--- config.mk ---
export PLATFORM = sky130hd
export DESIGN_NAME = pio_top
export DESIGN_NICKNAME = d
export VERILOG_FILES = /design/src/common/pio_pkg.sv /design/src/rtl/pio_sync.sv /design/src/rtl/pio_port_cell.sv /design/src/rtl/pio_top.sv
export SDC_FILE = /design/constraint.sdc
export NUM_CORES = 1
export LEC_CHECK = 0
export BUFFER_PORTS_ARGS = -buffer_cell sky130_fd_sc_hd__buf_2
export CAP_MARGIN = 40
export CORE_MARGIN = 2
export CORE_UTILIZATION = 49
export DETAILED_ROUTE_END_ITERATION = 12
export PLACE_DENSITY_LB_ADDON = 0.25
export SYNTH_ARGS = -nofsm -noshare
export SYNTH_HDL_FRONTEND = slang
export SYNTH_SLANG_ARGS = --single-unit
--- constraint.sdc ---
create_clock -name core_clk_in -period 2.2 [get_ports core_clk_in]
set_input_delay 0.22 -clock core_clk_in [delete_from_list [all_inputs] [get_ports core_clk_in]]
set_output_delay 0.22 -clock core_clk_in [all_outputs]
set_load 0.1 [all_outputs]
--- src/common/pio_pkg.sv ---
`default_nettype none

package pio_pkg;

  // ==========================================================================
  // Geometry
  localparam int NPORT = 11;
  localparam int PW = 8;
  localparam int NPIN = 88;
  localparam int NGRP = 22;
  localparam int AW = 10;
  localparam int DW = 8;
  localparam int P1_IDX = 1;

  // ==========================================================================
  // Register offsets
  localparam logic [9:0] ADDR_MODE = 10'h004;
  localparam logic [9:0] ADDR_PUR_A = 10'h360;
  localparam logic [9:0] ADDR_PUR_B = 10'h361;
  localparam logic [9:0] ADDR_PUR_C = 10'h362;
  localparam logic [9:0] ADDR_PCTRL = 10'h366;
  localparam logic [9:0] ADDR_DATA_BASE = 10'h3C0;
  localparam logic [9:0] ADDR_DIR_BASE = 10'h3D0;
  localparam logic [9:0] NPORT_A = 10'h00B;

  // ==========================================================================
  // Field positions and reset values
  localparam int PU_P4HI_BIT = 1;
  localparam int P1_SEL_BIT = 0;
  localparam int MODE_BUS_BIT = 0;
  localparam int PUR_C_W = 6;
  localparam logic [1:0] MODE_SINGLE = 2'h0;
  localparam logic [1:0] MODE_MEMEXP = 2'h1;
  localparam logic [1:0] MODE_MICRO = 2'h3;
  localparam logic [7:0] REG_RST = 8'h00;
  localparam logic [7:0] PUR_B_BUS_RST = 8'h02;

  // ==========================================================================
  // Pin masks, bit k is port k/8 pin k%8
  localparam logic [87:0] NO_PULL_MASK = 88'h00_0020_0300_0000_0000_0000;
  localparam logic [87:0] INPUT_ONLY_MASK = 88'h00_0020_0000_0000_0000_0000;
  localparam logic [87:0] BUS_PULL_OFF_MASK = 88'h00_0000_0000_FF0F_FFFF_FFFF;
  localparam logic [87:0] BUS_PIN_DEFAULT = 88'h00_0000_0000_FFFF_FFFF_FFFF;

endpackage

`default_nettype wire

--- src/rtl/pio_sync.sv ---
`default_nettype none

// Two-stage synchroniser; only the second stage leaves the module.
module pio_sync #(
  parameter int W = 88
) (
  input wire logic core_clk_in,
  input wire logic rst_n_in,
  input wire logic [W-1:0] d_in,
  output logic [W-1:0] q_out
);

  typedef struct packed {
    logic [W-1:0] s1;
    logic [W-1:0] s2;
  } pio_sync_st_t;

  pio_sync_st_t q;
  pio_sync_st_t d;

  always_comb
  begin
    d = q;
    d.s1 = d_in;
    d.s2 = q.s1;
    if (!rst_n_in)
    begin
      d = '0;
    end
  end

  always_ff @(posedge core_clk_in)
  begin
    q <= d;
  end

  assign q_out = q.s2;

endmodule

`default_nettype wire

--- src/rtl/pio_port_cell.sv ---
`default_nettype none

// Per-port read path and write masking, purely combinational.
module pio_port_cell (
  input wire logic [7:0] dir_in,
  input wire logic [7:0] latch_in,
  input wire logic [7:0] pin_sync_in,
  input wire logic latch_sel_in,
  input wire logic [7:0] lock_in,
  input wire logic [7:0] input_only_in,
  input wire logic [7:0] wdata_in,
  output logic [7:0] rd_val_out,
  output logic [7:0] dir_wr_out,
  output logic [7:0] latch_wr_out
);

  logic [7:0] use_latch;

  always_comb
  begin
    use_latch = (dir_in | {8{latch_sel_in}}) & ~input_only_in;
    rd_val_out = (use_latch & latch_in) | (~use_latch & pin_sync_in);
    dir_wr_out = (dir_in & lock_in) | (wdata_in & ~lock_in);
    latch_wr_out = (latch_in & lock_in) | (wdata_in & ~lock_in);
  end

endmodule

`default_nettype wire

--- src/rtl/pio_top.sv ---
`default_nettype none

module pio_top #(
  parameter logic [87:0] BUS_PIN_MASK = pio_pkg::BUS_PIN_DEFAULT
) (
  input wire logic core_clk_in,
  input wire logic rst_n_in,
  input wire logic soft_rst_in,
  input wire logic boot_mode_pin_in,
  input wire logic [9:0] addr_in,
  input wire logic [7:0] wdata_in,
  input wire logic wr_in,
  input wire logic rd_in,
  output logic [7:0] rdata_out,
  input wire logic [87:0] pin_in_in,
  input wire logic [87:0] periph_oe_in,
  input wire logic [87:0] periph_dout_in,
  output logic [87:0] pin_out_out,
  output logic [87:0] pin_oe_out,
  output logic [87:0] pullup_en_out,
  output logic bus_mode_out
);

  // ==========================================================================
  // State
  typedef struct packed {
    logic [10:0][7:0] dir;
    logic [10:0][7:0] lat;
    logic [7:0] pur_a;
    logic [7:0] pur_b;
    logic [5:0] pur_c;
    logic p1_sel;
    logic [1:0] mode;
    logic [7:0] rdata;
    logic [87:0] pout;
    logic [87:0] poe;
    logic [87:0] pu;
    logic bus;
  } pio_state_t;

  pio_state_t q;
  pio_state_t d;

  logic [87:0] pin_sync;
  logic [87:0] lock;
  logic [10:0][7:0] rd_val;
  logic [10:0][7:0] dir_w;
  logic [10:0][7:0] lat_w;
  logic bus_mode;
  logic [9:0] dir_off;
  logic [9:0] dat_off;
  logic dir_hit;
  logic dat_hit;
  logic [21:0] grp;

  // ==========================================================================
  // Input synchroniser
  pio_sync #(
    .W(pio_pkg::NPIN)
  ) u_sync (
    .core_clk_in(core_clk_in),
    .rst_n_in(rst_n_in),
    .d_in(pin_in_in),
    .q_out(pin_sync)
  );

  assign bus_mode = q.mode[pio_pkg::MODE_BUS_BIT];
  assign lock = bus_mode ? BUS_PIN_MASK : '0;

  // ==========================================================================
  // Port cells
  for (genvar i = 0; i < pio_pkg::NPORT; i++)
  begin : g_port
    pio_port_cell u_cell (
      .dir_in(q.dir[i]),
      .latch_in(q.lat[i]),
      .pin_sync_in(pin_sync[i*8 +: 8]),
      .latch_sel_in((i == pio_pkg::P1_IDX) ? q.p1_sel : 1'b0),
      .lock_in(lock[i*8 +: 8]),
      .input_only_in(pio_pkg::INPUT_ONLY_MASK[i*8 +: 8]),
      .wdata_in(wdata_in),
      .rd_val_out(rd_val[i]),
      .dir_wr_out(dir_w[i]),
      .latch_wr_out(lat_w[i])
    );
  end

  // ==========================================================================
  // Address decode
  assign dir_off = addr_in - pio_pkg::ADDR_DIR_BASE;
  assign dat_off = addr_in - pio_pkg::ADDR_DATA_BASE;
  assign dir_hit = (addr_in >= pio_pkg::ADDR_DIR_BASE) &&
                   (dir_off < pio_pkg::NPORT_A);
  assign dat_hit = (addr_in >= pio_pkg::ADDR_DATA_BASE) &&
                   (dat_off < pio_pkg::NPORT_A);
  assign grp = {q.pur_c, q.pur_b, q.pur_a};

  // ==========================================================================
  // Next state
  always_comb
  begin
    d = q;
    d.bus = bus_mode;
    // Register writes complete on this edge.
    if (wr_in)
    begin
      if (dir_hit)
      begin
        d.dir[dir_off[3:0]] = dir_w[dir_off[3:0]];
      end
      else if (dat_hit)
      begin
        d.lat[dat_off[3:0]] = lat_w[dat_off[3:0]];
      end
      else if (addr_in == pio_pkg::ADDR_PUR_A)
      begin
        d.pur_a = wdata_in;
      end
      else if (addr_in == pio_pkg::ADDR_PUR_B)
      begin
        d.pur_b = wdata_in;
      end
      else if (addr_in == pio_pkg::ADDR_PUR_C)
      begin
        d.pur_c = wdata_in[pio_pkg::PUR_C_W-1:0];
      end
      else if (addr_in == pio_pkg::ADDR_PCTRL)
      begin
        d.p1_sel = wdata_in[pio_pkg::P1_SEL_BIT];
      end
      else if (addr_in == pio_pkg::ADDR_MODE)
      begin
        d.mode = wdata_in[1:0];
        // Leaving single-chip mode for a mode with bit 0 set turns on the port 4 high pull-ups.
        if (q.mode == pio_pkg::MODE_SINGLE &&
            wdata_in[pio_pkg::MODE_BUS_BIT])
        begin
          d.pur_b[pio_pkg::PU_P4HI_BIT] = 1'b1;
        end
      end
    end
    // Read data stand for exactly the cycle after the strobe.
    d.rdata = pio_pkg::REG_RST;
    if (rd_in)
    begin
      if (dir_hit)
      begin
        d.rdata = q.dir[dir_off[3:0]];
      end
      else if (dat_hit)
      begin
        d.rdata = rd_val[dat_off[3:0]];
      end
      else if (addr_in == pio_pkg::ADDR_PUR_A)
      begin
        d.rdata = q.pur_a;
      end
      else if (addr_in == pio_pkg::ADDR_PUR_B)
      begin
        d.rdata = q.pur_b;
      end
      else if (addr_in == pio_pkg::ADDR_PUR_C)
      begin
        d.rdata = {2'h0, q.pur_c};
      end
      else if (addr_in == pio_pkg::ADDR_PCTRL)
      begin
        d.rdata = {7'h00, q.p1_sel};
      end
      else if (addr_in == pio_pkg::ADDR_MODE)
      begin
        d.rdata = {6'h00, q.mode};
      end
    end
    // Pin drivers. The input-only pin and locked bus pins are never driven
    // from the latch; the external bus controller owns the locked ones.
    d.poe = (q.dir & ~pio_pkg::INPUT_ONLY_MASK & ~lock) |
            periph_oe_in;
    d.pout = (periph_oe_in & periph_dout_in) |
             (~periph_oe_in & q.lat);
    for (int k = 0; k < pio_pkg::NPIN; k++)
    begin
      d.pu[k] = grp[k/4] & ~q.dir[k/8][k%8] & ~periph_oe_in[k] &
                ~pio_pkg::NO_PULL_MASK[k] &
                ~(bus_mode & pio_pkg::BUS_PULL_OFF_MASK[k]);
    end
    // Resets. The mode survives a soft reset and steers pull-up B.
    if (!rst_n_in)
    begin
      d = '0;
      d.mode = boot_mode_pin_in ? pio_pkg::MODE_MICRO
                                : pio_pkg::MODE_SINGLE;
      d.pur_b = boot_mode_pin_in ? pio_pkg::PUR_B_BUS_RST
                                 : pio_pkg::REG_RST;
    end
    else if (soft_rst_in)
    begin
      d = '0;
      d.mode = q.mode;
      d.bus = bus_mode;
      d.pur_b = bus_mode ? pio_pkg::PUR_B_BUS_RST
                         : pio_pkg::REG_RST;
    end
  end

  always_ff @(posedge core_clk_in)
  begin
    q <= d;
  end

  assign rdata_out = q.rdata;
  assign pin_out_out = q.pout;
  assign pin_oe_out = q.poe;
  assign pullup_en_out = q.pu;
  assign bus_mode_out = q.bus;

  // ==========================================================================
  // Assertions
  property p_dir_sets_oe;
    @(posedge core_clk_in) disable iff (!rst_n_in)
    q.dir[6][0] && !periph_oe_in[48] && !soft_rst_in |=> pin_oe_out[48];
  endproperty
  a_dir_sets_oe: assert property (p_dir_sets_oe)
    else $error("Output direction did not enable the pin driver.");

  property p_bus_dir_lock;
    @(posedge core_clk_in) disable iff (!rst_n_in)
    bus_mode && wr_in && addr_in == pio_pkg::ADDR_DIR_BASE &&
    BUS_PIN_MASK[7:0] == 8'hFF && !soft_rst_in
    |=> q.dir[0] == $past(q.dir[0]);
  endproperty
  a_bus_dir_lock: assert property (p_bus_dir_lock)
    else $error("Direction of a bus pin changed in bus mode.");

  property p_bus_lat_lock;
    @(posedge core_clk_in) disable iff (!rst_n_in)
    bus_mode && wr_in && addr_in == pio_pkg::ADDR_DATA_BASE &&
    BUS_PIN_MASK[7:0] == 8'hFF && !soft_rst_in
    |=> q.lat[0] == $past(q.lat[0]);
  endproperty
  a_bus_lat_lock: assert property (p_bus_lat_lock)
    else $error("Latch of a bus pin changed in bus mode.");

  property p_rd_input;
    @(posedge core_clk_in) disable iff (!rst_n_in)
    rd_in && addr_in == pio_pkg::ADDR_DATA_BASE + 10'h006 &&
    q.dir[6] == 8'h00 && !soft_rst_in
    |=> rdata_out == $past(pin_sync[55:48]);
  endproperty
  a_rd_input: assert property (p_rd_input)
    else $error("Input port read did not return the pin level.");

  property p_rd_output;
    @(posedge core_clk_in) disable iff (!rst_n_in)
    rd_in && addr_in == pio_pkg::ADDR_DATA_BASE + 10'h006 &&
    q.dir[6] == 8'hFF && !soft_rst_in
    |=> rdata_out == $past(q.lat[6]);
  endproperty
  a_rd_output: assert property (p_rd_output)
    else $error("Output port read did not return the latch.");

  property p_pull_input_only;
    @(posedge core_clk_in) disable iff (!rst_n_in)
    !soft_rst_in |=> (pullup_en_out & $past(q.dir)) == 88'h0;
  endproperty
  a_pull_input_only: assert property (p_pull_input_only)
    else $error("Pull-up connected to an output pin.");

  property p_bus_no_pull;
    @(posedge core_clk_in) disable iff (!rst_n_in)
    bus_mode |=>
    (pullup_en_out & pio_pkg::BUS_PULL_OFF_MASK) == 88'h0;
  endproperty
  a_bus_no_pull: assert property (p_bus_no_pull)
    else $error("Pull-up on a bus port in bus mode.");

  property p_p1_latch;
    @(posedge core_clk_in) disable iff (!rst_n_in)
    rd_in && addr_in == pio_pkg::ADDR_DATA_BASE + 10'h001 &&
    q.p1_sel && !soft_rst_in
    |=> rdata_out == $past(q.lat[1]);
  endproperty
  a_p1_latch: assert property (p_p1_latch)
    else $error("Port 1 latch select ignored on read.");

  property p_p7_no_pull;
    @(posedge core_clk_in) disable iff (!rst_n_in)
    pullup_en_out[57:56] == 2'h0;
  endproperty
  a_p7_no_pull: assert property (p_p7_no_pull)
    else $error("Pull-up on port 7 pin 0 or 1.");

  property p_p85_input;
    @(posedge core_clk_in) disable iff (!rst_n_in)
    !periph_oe_in[69] |=> !pullup_en_out[69] && !pin_oe_out[69];
  endproperty
  a_p85_input: assert property (p_p85_input)
    else $error("Port 8 pin 5 pulled up or driven.");

  property p_mode_sets_pu;
    @(posedge core_clk_in) disable iff (!rst_n_in)
    wr_in && addr_in == pio_pkg::ADDR_MODE &&
    q.mode == pio_pkg::MODE_SINGLE && wdata_in[0] && !soft_rst_in
    |=> q.pur_b[pio_pkg::PU_P4HI_BIT] && q.mode[pio_pkg::MODE_BUS_BIT];
  endproperty
  a_mode_sets_pu: assert property (p_mode_sets_pu)
    else $error("Port 4 high pull-up not set on mode change.");

  property p_hw_reset_pur;
    @(posedge core_clk_in) disable iff (!rst_n_in)
    $rose(rst_n_in) |->
    q.pur_b == ($past(boot_mode_pin_in) ? 8'h02 : 8'h00);
  endproperty
  a_hw_reset_pur: assert property (p_hw_reset_pur)
    else $error("Pull-up B wrong after hardware reset.");

  property p_sw_reset_pur;
    @(posedge core_clk_in) disable iff (!rst_n_in)
    soft_rst_in |=>
    q.pur_b == ($past(q.mode[0]) ? 8'h02 : 8'h00) && q.dir == '0;
  endproperty
  a_sw_reset_pur: assert property (p_sw_reset_pur)
    else $error("Pull-up B wrong after soft reset.");

endmodule

`default_nettype wire

### Word-level counts from Yosys, hierarchy flattened

Cells that the tools add are included.

* input port bits: 288
* bits in read-only memories: 0
* memory bits (writable): 0
* logic and storage cells: 640
* memories: 0
* flip-flop bits (word level): 650
* bits in latches: 0

* add/subtract/negate cells: 2
* eq/ne operators: 23
* multipliers: 0
* bitwise operators: 510
* $lt $le $gt $ge: 8
* reduce and logical (&&, ||, !) cells: 16
* shift operators: 0
* mux-type cells: 45
* divide/modulo/power cells: 0

Operators by type and width (number)
* 290-bit 2-to-1 mux: 2
* 8-bit AND: 45
* 8-bit OR: 34
* 88-bit AND: 3
* 1-bit AND: 214
* 1-bit inverter: 178
* 88-bit bitwise mux: 2
* 88-bit OR: 2
* 8-bit inverter: 17
* 8-bit binary-select mux with 4-bit select: 4
* 8-bit 2-to-1 mux: 13
* 48-bit inverter with 88-bit output: 1
* 88-bit inverter: 1
* 8-bit by 1-bit AND with 8-bit output, second input constant: 10
* 17-bit 2-to-1 mux: 4
* 8-bit demux with 4-bit select: 2
* 48-bit 2-to-1 mux: 1
* 10-bit == test, second input constant: 4
* 1-bit inverter with 8-bit output, first input constant: 5
* 10-bit >= comparator, second input constant: 2
* 10-bit by 4-bit less-than comparator with 1-bit output, second input constant: 2
* 10-bit subtractor, second input constant: 2
* 2-bit != test, second input constant: 7
* 2-bit 2-to-1 mux: 6
* other kinds (24): 43

### Longest topological paths before layout

Gate-level depths: netlist of the first run.

* word-level depth: 13
* depth in mapped cells: 10
* mapped depth without buffers: 6

### Hierarchy

From an unflattened synthesis of the first run, not the netlist that was laid out.

* cell total of the unflattened synthesis: 3187
* area total of the unflattened synthesis: 30605.6 sq um

Modules (own cells, without submodules)
* pio_top: area each 20739.9 sq um, cells an instance 2101, sequential area each 9529.1 sq um, times used 1
* pio_sync: area each 5475.3 sq um, cells an instance 459, sequential area each 3523.4 sq um, times used 1
* pio_port_cell: area each 399.1 sq um, cells an instance 57, sequential area each 0.0 sq um, times used 11

### Least setup slack after synthesis of the first run

OpenSTA, ideal clock, no wires.

* kind: input to register
* from: input port addr_in[3]
* to: register q (netlist bit grp[10]), enable pin
* data required time: 1.819 ns
* stages: 5
* buffers on the path: 1
* arrival time: 1.908 ns
* setup slack: -0.089 ns
* setup time: 0.381 ns
* cell sequence: or4_1 -> nor3_2 -> or4b_2 -> clkbuf_1 -> o21ai_0

* longest elaborated chain between the ends: 5
* elaborated cells on any way between the ends: 15
* those cells by class: add/sub: 2; order compare: 4; eq/ne: 6; reduce/logical: 3

RTL lines
* start, declared: line pio_top.sv:10 `input wire logic [9:0] addr_in,`
* 10-bit subtractor (on tied branches): line pio_top.sv:91, pio_top.sv:90
* 10-bit by 4-bit less-than comparator with 1-bit output (on tied branches): line pio_top.sv:95, pio_top.sv:93
* 1-bit logical AND (on tied branches): line pio_top.sv:94, pio_top.sv:92
* 3-bit != test (no line)
* 5-bit AND reduction (no line) *
* end signal, assigned: line pio_top.sv:208 `q <= d;`
* end, declared: line pio_top.sv:41 `pio_state_t q;`

Every way passes the cells marked *; elsewhere a longest branch is shown, timed or not.
A chain may end at the register's enable or synchronous reset.

### Worst setup path in the final report of the first run

* from: register q (netlist bit bus_mode)
* to: register q[396] (netlist bit)

* longest elaborated chain between the ends: 7
* elaborated cells on any way between the ends: 28
* those cells by class: mux: 4; bitwise: 24

RTL lines
* 48-bit 2-to-1 mux *: line pio_top.sv:68 `assign lock = bus_mode ? BUS_PIN_MASK : '0;`
* 8-bit inverter: line pio_port_cell.sv:23 `dir_wr_out = (dir_in & lock_in) | (wdata_in & ~lock_in);`
* 8-bit AND: line pio_port_cell.sv:23
* 8-bit OR: line pio_port_cell.sv:23
* 8-bit binary-select mux with 4-bit select *: line pio_top.sv:109 `d.dir[dir_off[3:0]] = dir_w[dir_off[3:0]];`
* 8-bit 2-to-1 mux (implied by the code) *: line pio_top.sv:109
* 88-bit bitwise mux *: line pio_top.sv:109

Every way passes the cells marked *; elsewhere a longest branch is shown, timed or not. The select of a mux whose other input is x is not followed.

==> results of run 1 <==
[through the flow]
stage                     cell area, um2  hold slack [ns]  total power [mW]
after floorplan                    25300            0.297              14.2
after global placement             28700            0.416              15.2
after detailed placement           28700            0.419              15.2
after CTS                          33700          0.00199              27.0
after global routing               33700           0.0192              27.6
final                              33700           0.0209              26.9
[where the power goes]
part / leakage [nW] / total [mW] / switching (mW) / internal (mW)
clock network: 1.10 / 11.5 / 4.81 / 6.72
logic: 8.41 / 3.27 / 2.11 / 1.16
registers: 5.30 / 12.1 / 0.118 / 12.0
[kinds of logic (layout without fill, tap and decap cells)]
family,count (synthesis),after routing
muxes,239,239
and+or+nand+nor,863,863
AOI/OAI and AO/OA,398,398
other,1,4
buffers and inverters,425,1217
DFF,647,647
[tightest hold or removal path, stage by stage]
cell,delay [ns]
buf_2,0.18
mux2i_1,0.15
nor2_1,0.05
[final cells by class]
type,instances,area [um2]
Antenna cell,1,2.50
Clock buffer,86,1890
Clock inverter,31,340
Multi-Input combinational cell,1503,9630
Tap cell,680,851
Timing Repair Buffer,1091,7940
Inverter,9,33.8
Sequential cell,647,13100
Fill cell,4013,17500
[registers in the layout, summed over array words and instances, names as in the netlist]
register / cells
bus_mode_out: 1
u_sync.q_out: 88
q: 178
bus_mode: 1
pullup_en_out: 85
u_sync.q: 88
grp: 22
rdata_out: 8
pin_oe_out: 88
pin_out_out: 88
[how the worst min path moves through the flow]
| stage | from | endpoint | slack, ns | cells past startpoint |
|---|---|---|---|---|
| 3_5_place_dp | u_sync.q[107]$_SDFF_PN0_ | u_sync.q_out[19]$_SDFF_PN0_ | 0.42 | 1 |
| 4_1_cts | wdata_in[6] | grp[6]$_SDFFE_PN0P_ | 0.002 | 3 |
| 5_1_grt | periph_dout_in[38] | pin_out_out[38]$_SDFF_PN0_ | 0.02 | 3 |
| 2_1_floorplan | periph_oe_in[0] | pullup_en_out[0]$_SDFF_PN0_ | 0.30 | 1 |
| 3_3_place_gp | u_sync.q[172]$_SDFF_PN0_ | u_sync.q_out[84]$_SDFF_PN0_ | 0.42 | 1 |
| 6_report | wdata_in[6] | grp[6]$_SDFFE_PN0P_ | 0.02 | 3 |
[layer usage]
layer | vias up | share of wire (%)
met5 | - | 0.010
met4 | 2 | 2.9
met3 | 178 | 7.9
met2 | 1148 | 46
met1 | 10700 | 43
li1 | 10000 | -
[repair_timing]
action,CTS,global route
hold buffers,274,0
setup buffers,0,1
setup endpoints to repair,0,13
gates resized for setup,0,5
endpoints found under the hold margin,358,0
[layout by cell type, fill, tap and decap left out, types with 44 or more instances in the layout]
master	netlist	layout
buf_2	36	555
mux2i_1	192	192
nor3_1	99	99
dfxtp_1	637	636
nor2_1	456	456
dlygate4sd3_1	0	274
nand2_1	44	44
a211oi_1	137	129
and2_1	179	179
a21oi_1	135	135
clkbuf_16	0	70
o21ai_0	49	48
buf_4	281	226
==> metrics.txt, run 1 <==
via count 22.0k; wire per inst 24.2 um; Slew Limit Fails 0; port bufs 557; setup_tns 0 ns; DR DRC count 0; CP max FO 7; adder-cell share of the synthesized area 0%; top_reg_cell synth dfxtp_1; gr usage total 35.6%; ys async rst share 0%; post-layout util 65.9%; Power Density 799 nW/um2; worst vdd ir 0.000580 V; vias in the first global route 21.5k; Syn Inst Count 2,573; Syn Area/Cell 9.83 um2; global routing usage on met2 56.8%; slowest cell on the critical path edfxtp_1; HP Class input port to flop; die width 231 um; Bufs and invs on worst path 4; CP startpoint bus_mode$_DFFE_PP_; number of synthesized flops with an enable pin 10; final antenna-violating net count 0; Post-Layout Cell Count 4,048; clk_lat worst skew 0.62 ns; critical path depth in cells 8; share of the clock period used by the worst path 96.9%; status finished, final reports clean; area share of the largest cell type after synthesis 50.4%; Max Cap Viol 0; RSZ-0062 raised after global routing no; initial antenna violation count 3; Yosys Warn Count 0; main area contributors after synthesis dfxtp_1 50%, buf_4 8.3%, mux2i_1 7.6%; # H-tree levels 3; slowest stage delay, CP 0.41 ns; IO Pins 561; crit end category flop; most numerous cell in the Yosys netlist dfxtp_1; Final #Nets 3,607; Die H 231 um; grt peak-use layer met2; largest net degree at the start of global routing 178; DP HPWL 71,700 um; reg2reg setup slack 0.07 ns; Slew HR 36.9%; drt via density 5.44; Leak 14.8 nW; share of cells above drive strength 1 30.5%; clk sinks 647; P&R area growth vs syn 33.4%; crit path time final 2.13 ns; largest family of logic cells by synthesized area simple AND/OR/NAND/NOR gates; critical path type flop to flop; reg2reg path depth 8; GR Layer Usage met1 49.3%; Inst Count DP 3,655; sequential-to-total area share from yosys stat 51.6%; Num CTS Buffers 67; Clock transition at path regs 0.07 ns; final setup violation count 0; initial core utilization 49.4%; worst-margin pin slew 0.947 ns; CP Data Arrival Time 2.57 ns; 1st-pass router iterations 7; met3 usage in global routing 5.73%; first-pass GRT wire length 140,000 um; Compound-Gate Fraction of Synth Area 10.4%; Synth cell types 66; total core area 51,200 um2; post-synthesis mux area share 10.8%; Post-Route Skew 0.0276 ns; CTS tree built; Synth Register Bits 647; WL final 97,800 um; post-synthesis simple-gate area fraction 16.5%; initial detailed-routing violation count 2,069; Clock Path Buffers 3; Top cell by count, worst path buf_4; post-route setup slack 0.0687 ns; Cell Rows 83; total die area 53,500 um2; Max Fclk 469 MHz; worst reg2reg endpoint q[396]$_SDFFE_PN0P_; Post-Synth XOR/XNOR Area 0%; dpl ws -0.160 ns; Startpoint Class flop; Final Hold Viols 0; worst r2r src bus_mode$_DFFE_PP_; top cells by count, synth 637 x dfxtp_1, 456 x nor2_1, 281 x buf_4; CP endpoint q[396]$_SDFFE_PN0P_; largest area contributor in the netlist dfxtp_1; Overflow after GRT 0; RePlAce Congestion 1.01; Post-Synthesis Cell Area 25,300 um2; Crit path required time 2.64 ns; Root Buffer clkbuf_16; delay-heaviest family, CP buffers and inverters; worst path cell trace buf_4 > buf_4 > nor2b_1 > nor4_2 > buf_4 > a211oi_2 > buf_4 > a211oi_1
Power figures use the tool's default switching activity.
==> run 2, diff against run 1 <==
==> constraint.sdc (replaced) <==
create_clock -name core_clk_in -period 1.8 [get_ports core_clk_in]
set_input_delay 0.18 -clock core_clk_in [delete_from_list [all_inputs] [get_ports core_clk_in]]
set_output_delay 0.18 -clock core_clk_in [all_outputs]
set_load 0.1 [all_outputs]
==> run 2 against run 1 <==
The flow now finishes with violations (negative setup slack). Combinational power rose by 31%. Critical path depth unchanged. Die area stayed put. Final cell count up 3.9%. Hold slack gained 0.030 ns. Wire length is 4.2% higher. Via count rose by 4.4%. Utilization increased by 4.4 points. Clock skew fell by 0.012 ns. Sequential cell count did not move. Critical path type unchanged. Largest power group unchanged.
==> metrics.txt, run 2 (synthesis results as in run 1) <==
largest net degree at the start of global routing 175 (was 178); P&R area growth vs syn 42.2% (was 33.4%); worst vdd ir 0.00109 V (was 0.000580 V); Overflow after GRT 0 (unchanged); Num CTS Buffers 67 (unchanged); 1st-pass router iterations 8 (was 7); worst path cell trace buf_6 > nand2b_4 > buf_8 > a211o_1 > a221oi_2 > buf_6 > buf_12 > a211oi_2 (was buf_4 > buf_4 > nor2b_1 > nor4_2 > buf_4 > a211oi_2 > buf_4 > a211oi_1); clk sinks 647 (unchanged); IO Pins 561 (unchanged); Max Cap Viol 0 (unchanged); clk_lat worst skew 0.61 ns (was 0.62 ns); Comb power frac 12.8% (was 12.1%); Largest Register q (unchanged); port bufs 557 (unchanged); Final #Nets 3,762 (was 3,607); Clock Path Buffers 3 (unchanged); Cell Rows 83 (unchanged); DR DRC count 0 (unchanged); via count 23.0k (was 22.0k); drt via density 5.47 (was 5.44); gr usage total 37.2% (was 35.6%); wire per inst 24.2 um (about the same); WL final 102,000 um (was 97,800 um); initial antenna violation count 4 (was 3); post-route setup slack -0.210 ns (was 0.0687 ns); commonest non-fill, non-tap cell in the layout dfxtp_1 (unchanged); Post-DP Area 29,700 um2 (was 28,700 um2); CP Data Arrival Time 2.49 ns (was 2.57 ns); Final Hold Viols 0 (unchanged); share of the clock period used by the worst path 112% (was 96.9%); first-pass GRT wire length 147,000 um (was 140,000 um); max FFs per register 178 (unchanged); total core area 51,200 um2 (unchanged); HP Class input port to flop (unchanged); slowest cell on the critical path edfxtp_1 (unchanged); initial core utilization 49.4% (unchanged); Sw Share 26.3% (was 26.1%); Tot Pwr 33.7 mW (was 26.9 mW); # H-tree levels 3 (unchanged); Finished Cell Area 36,000 um2 (was 33,700 um2); final setup violation count 150 (was 0); Crit path required time 2.29 ns (was 2.64 ns); sequential power share 44.0% (was 45.1%); Bufs and invs on worst path 4 (unchanged); Leak 15.9 nW (was 14.8 nW); slowest stage delay, CP 0.49 ns (was 0.41 ns); RSZ-0062 raised after global routing yes (was no); Top cell by count, worst path buf_6 (was buf_4); violated checks negative setup slack; Die H 231 um (unchanged); Net Sw Power 8.87 mW (was 7.04 mW); status complete, but fails checks (was finished, final reports clean); worst-margin pin slew 0.707 ns (was 0.947 ns); most frequent cells in the layout 616 x dfxtp_1, 555 x buf_2, 441 x nor2_1, 344 x buf_4, 274 x dlygate4sd3_1 (was 636 x dfxtp_1, 555 x buf_2, 456 x nor2_1, 274 x dlygate4sd3_1, 226 x buf_4); DP HPWL 73,600 um (was 71,700 um); Clock Power Share 43.2% (was 42.8%); Clock transition at path regs 0.06 ns (was 0.07 ns); initial detailed-routing violation count 2,177 (was 2,069); CP max FO 7 (unchanged); RePlAce Congestion 1.01 (about the same); cell-internal power 24.8 mW (was 19.9 mW); die width 231 um (unchanged); share of cells above drive strength 1 37.7% (was 30.5%); Max Fclk 498 MHz (was 469 MHz); CTS tree built (unchanged); Slew Limit Fails 0 (unchanged); total die area 53,500 um2 (unchanged); final antenna-violating net count 0 (unchanged); Root Buffer clkbuf_16 (unchanged); crit path time final 2.01 ns (was 2.13 ns); Startpoint Class flop (unchanged); Slew HR 52.9% (was 36.9%); Post-Route Skew 0.0160 ns (was 0.0276 ns); critical path type flop to flop (unchanged); delay-heaviest family, CP buffers and inverters (unchanged); crit end category flop (unchanged); Power Density 937 nW/um2 (was 799 nW/um2); vias in the first global route 23.1k (was 21.5k)
run 2: metal layers:
| layer | GRT usage, % | vias up | share of wire (%) |
|---|---|---|---|
| met5 | 0 | - | 0.019 |
| met4 | 13.2 | 4 | 3.2 |
| met3 | 7.92 | 225 | 8.6 |
| met2 | 60.0 | 1218 | 46 |
| met1 | 49.2 | 11200 | 42 |
| li1 | - | 10300 | - |
run 2: final cells by class:
type,instances,area [um2]
Fill cell,3771,15200
Sequential cell,647,13100
Multi-Input combinational cell,1503,10400
Timing Repair Buffer,1246,9250
Clock buffer,91,1910
Tap cell,680,851
Clock inverter,30,407
Inverter,9,33.8
Antenna cell,1,2.50
run 2: what timing repair did:
action / CTS / global route
pin swaps: 52 / 35
cloned: 1 / 0
endpoints found under the hold margin: 362 / 0
hold buffers: 274 / 0
setup buffers: 18 / 14
gates resized for setup: 170 / 60
endpoints found under the setup margin: 154 / 174
run 2: final timing paths:
| kind | startpoint | end | slack (ns) | cells past startpoint |
|---|---|---|---|---|
| max reg2reg | bus_mode$_DFFE_PP_ | q[353]$_SDFFE_PN0P_ | -0.21 | 8 |
| min reg2reg | u_sync.q[117]$_SDFF_PN0_ | u_sync.q_out[29]$_SDFF_PN0_ | 0.43 | 1 |
| max | bus_mode$_DFFE_PP_ | q[353]$_SDFFE_PN0P_ | -0.21 | 8 |
| min | wdata_in[4] | grp[20]$_SDFFE_PN0P_ | 0.05 | 3 |
run 2: worst min-delay path, delay by kind of cell:
family	cells	cell delay [ns]
multiplexers	1	0.17
buffers and inverters	1	0.21
AND/OR/NAND/NOR	1	0.05
run 2: metrics by stage:
| step | utilization, % | hold slack, ns | setup WS, ns | cells | setup TNS, ns |
|---|---|---|---|---|---|
| finish | 70.3 | 0.0505 | -0.210 | 4207 | -17.11 |
| global route | 70.3 | 0.0490 | -0.256 | 4206 | -23.35 |
| CTS | 69.7 | 0.0124 | -0.167 | 4198 | -7.08 |
| detailed placement | 58.0 | 0.390 | -0.621 | 3784 | -99.64 |
| global placement | 58.0 | 0.386 | -0.660 | 3783 | -96.40 |
| floorplan | - | 0.257 | -0.0208 | 2575 | -0.273 |
run 2: power groups by stage:
stage,combinational [mW],clock [mW],sequential (mW)
final,4.30,14.6,14.8
after global routing,4.44,15.3,14.9
after CTS,4.14,14.7,14.8
after detailed placement,3.44,0,15.2
after global placement,3.43,0,15.1
after floorplan,2.27,0,15.1
==> run 3, diff against run 2 <==
--- a/config.mk
+++ b/config.mk
@@ -14,3 +14,4 @@
 export SYNTH_ARGS = -nofsm -noshare
 export SYNTH_HDL_FRONTEND = slang
 export SYNTH_SLANG_ARGS = --single-unit
+export TNS_END_PERCENT = 1
==> run 3 against run 2 <==
The run still ends with negative setup slack left. Sequential power is essentially flat. Via count shrank 1.1%. Worst setup slack lost 0.030 ns. Wire length shrank 2.8%. Utilization shrank 1.0 points. Combinational power shrank 3%. Hold slack gained 0.0030 ns. Non-clock buffer count shrank 19. Total power grew 0.96%. Clock skew grew 0.0016 ns. Critical path depth grew 1. Cell area shrank 1.4%. Critical path type unchanged. Largest power group is now the clock network.
==> metrics.txt, run 3 (synthesis results as in run 1) <==
Power Density 960 nW/um2 (was 937 nW/um2); CP max FO 5 (was 7); RePlAce Congestion 0.998 (was 1.01); final antenna-violating net count 0 (unchanged); WL met3 8580 um (was 8810 um); setup_tns -9.41 ns (was -17.11 ns); worst path cell trace buf_6 > nand2b_4 > buf_6 > a211o_1 > a221oi_2 > buf_4 > nor2_2 > a21oi_1 > nor2_1 (was buf_6 > nand2b_4 > buf_8 > a211o_1 > a221oi_2 > buf_6 > buf_12 > a211oi_2); M1 WL 42,600 um (was 42,900 um); Post-DP Area 29,700 um2 (about the same); initial detailed-routing violation count 2,127 (was 2,177); die width 231 um (unchanged); Clock Path Buffers 3 (unchanged); Detail Route met2 WL 44,700 um (was 46,900 um); total core area 51,200 um2 (unchanged); Max Cap Viol 0 (unchanged); final setup violation count 115 (was 150); post-layout util 69.3% (was 70.3%); clk_lat worst skew 0.61 ns (about the same); RSZ-0062 raised after global routing yes (unchanged); HP Class input port to flop (unchanged); crit path time final 2.04 ns (was 2.01 ns); Final #Nets 3,744 (was 3,762); drt via density 5.42 (was 5.47); post-route setup slack -0.240 ns (was -0.210 ns); IO Pins 561 (unchanged); Clock transition at path regs 0.06 ns (about the same); Inst Count DP 3,781 (was 3,784); status complete, but fails checks (unchanged); Startpoint Class flop (unchanged); clk sinks 647 (unchanged); Cell Rows 83 (unchanged); DP HPWL 72,300 um (was 73,600 um); highest routed layer met5 (unchanged); Slew HR 57.6% (was 52.9%); initial antenna violation count 4 (unchanged); WL final 99,100 um (was 102,000 um); first-pass GRT wire length 143,000 um (was 147,000 um); Final Hold Viols 0 (unchanged); delay-heaviest family, CP compound AO/OA/AOI/OAI gates (was buffers and inverters); max FFs per register 178 (unchanged); Post-Route Skew 0.0176 ns (was 0.0160 ns); worst vdd ir 0.000772 V (was 0.00109 V); Root Buffer clkbuf_16 (unchanged); Crit path required time 2.28 ns (was 2.29 ns); P&R area growth vs syn 40.2% (was 42.2%); crit end category flop (unchanged); dpl ws -0.859 ns (was -0.621 ns); Overflow after GRT 0 (unchanged); CP Data Arrival Time 2.52 ns (was 2.49 ns); port bufs 557 (unchanged); Finished Cell Area 35,500 um2 (was 36,000 um2); slowest stage delay, CP 0.48 ns (was 0.49 ns); Post-Layout Cell Count 4,194 (was 4,207); gr usage total 36.1% (was 37.2%); 1st-pass router iterations 7 (was 8); Slew Limit Fails 0 (unchanged); commonest non-fill, non-tap cell in the layout dfxtp_1 (unchanged); final hold slack 0.0536 ns (was 0.0505 ns); worst-margin pin slew 0.630 ns (was 0.707 ns); most frequent cells in the layout 625 x dfxtp_1, 556 x buf_2, 450 x nor2_1, 339 x buf_4, 277 x dlygate4sd3_1 (was 616 x dfxtp_1, 555 x buf_2, 441 x nor2_1, 344 x buf_4, 274 x dlygate4sd3_1); wire per inst 23.6 um (was 24.2 um); vias in the first global route 22.2k (was 23.1k); total die area 53,500 um2 (unchanged); initial core utilization 49.4% (unchanged); Bufs and invs on worst path 3 (was 4); # H-tree levels 3 (unchanged); critical path type flop to flop (unchanged); filler cell count 3,769 (was 3,771); share of cells above drive strength 1 35.4% (was 37.7%); share of the clock period used by the worst path 113% (was 112%); slowest cell on the critical path edfxtp_1 (unchanged); DR DRC count 0 (unchanged); Max Fclk 490 MHz (was 498 MHz); Num CTS Buffers 68 (was 67); largest net degree at the start of global routing 174 (was 175); CTS tree built (unchanged); violated checks negative setup slack (unchanged); via count 22.7k (was 23.0k); Die H 231 um (unchanged); Leak 15.7 nW (was 15.9 nW); Top cell by count, worst path buf_6 (unchanged); Largest Register q (unchanged); Tot Pwr 34.0 mW (was 33.7 mW)
run 3: worst paths after layout:
check / slack, ns / depth (start not counted) / to / from
worst min register to register: 0.42 / 1 / u_sync.q_out[52]$_SDFF_PN0_ / u_sync.q[140]$_SDFF_PN0_
worst max register to register: -0.24 / 9 / q[331]$_SDFFE_PN0P_ / bus_mode$_DFFE_PP_
worst min-delay path: 0.05 / 3 / q[275]$_SDFFE_PN0P_ / wdata_in[0]
worst max-delay path: -0.24 / 9 / q[331]$_SDFFE_PN0P_ / bus_mode$_DFFE_PP_
run 3: power breakdown:
group          internal [mW]  total [mW]  switching, mW
Sequential              14.7        14.8          0.140
Combinational           1.52        4.18           2.66
Clock                   9.03        15.0           5.96
Total                   25.3        34.0           8.77
run 3: worst min-delay path, stage by stage:
cell	delay [ns]
buf_2	0.21
mux2i_1	0.17
nor2_1	0.05
run 3: layout make-up:
class	count	area, um2	share of cell area (%)
flip-flops and latches	647	13100	36.9
multi-input cells	1503	10000	28.3
repair buffers	1227	9050	25.5
clock buffers	97	2060	5.80
well taps	680	851	2.40
clock inverters	27	355	1.00
inverters	9	33.8	0.0953
diodes	4	10.0	0.0282
run 3: repair_timing:
item / in CTS / in global routing
endpoints found under the hold margin: 362 / 0
pin swaps: 20 / 16
setup endpoints to repair: 139 / 133
buffers inserted: 3 / 4
resized for setup: 59 / 54
cloned: 1 / 0
hold buffers: 277 / 0
run 3: layer usage:
layer | vias up | track usage (%)
met1 | 11000 | 49.9
met3 | 191 | 6.43
met5 | - | 0
li1 | 10300 | -
met2 | 1255 | 56.7
met4 | 2 | 12.8
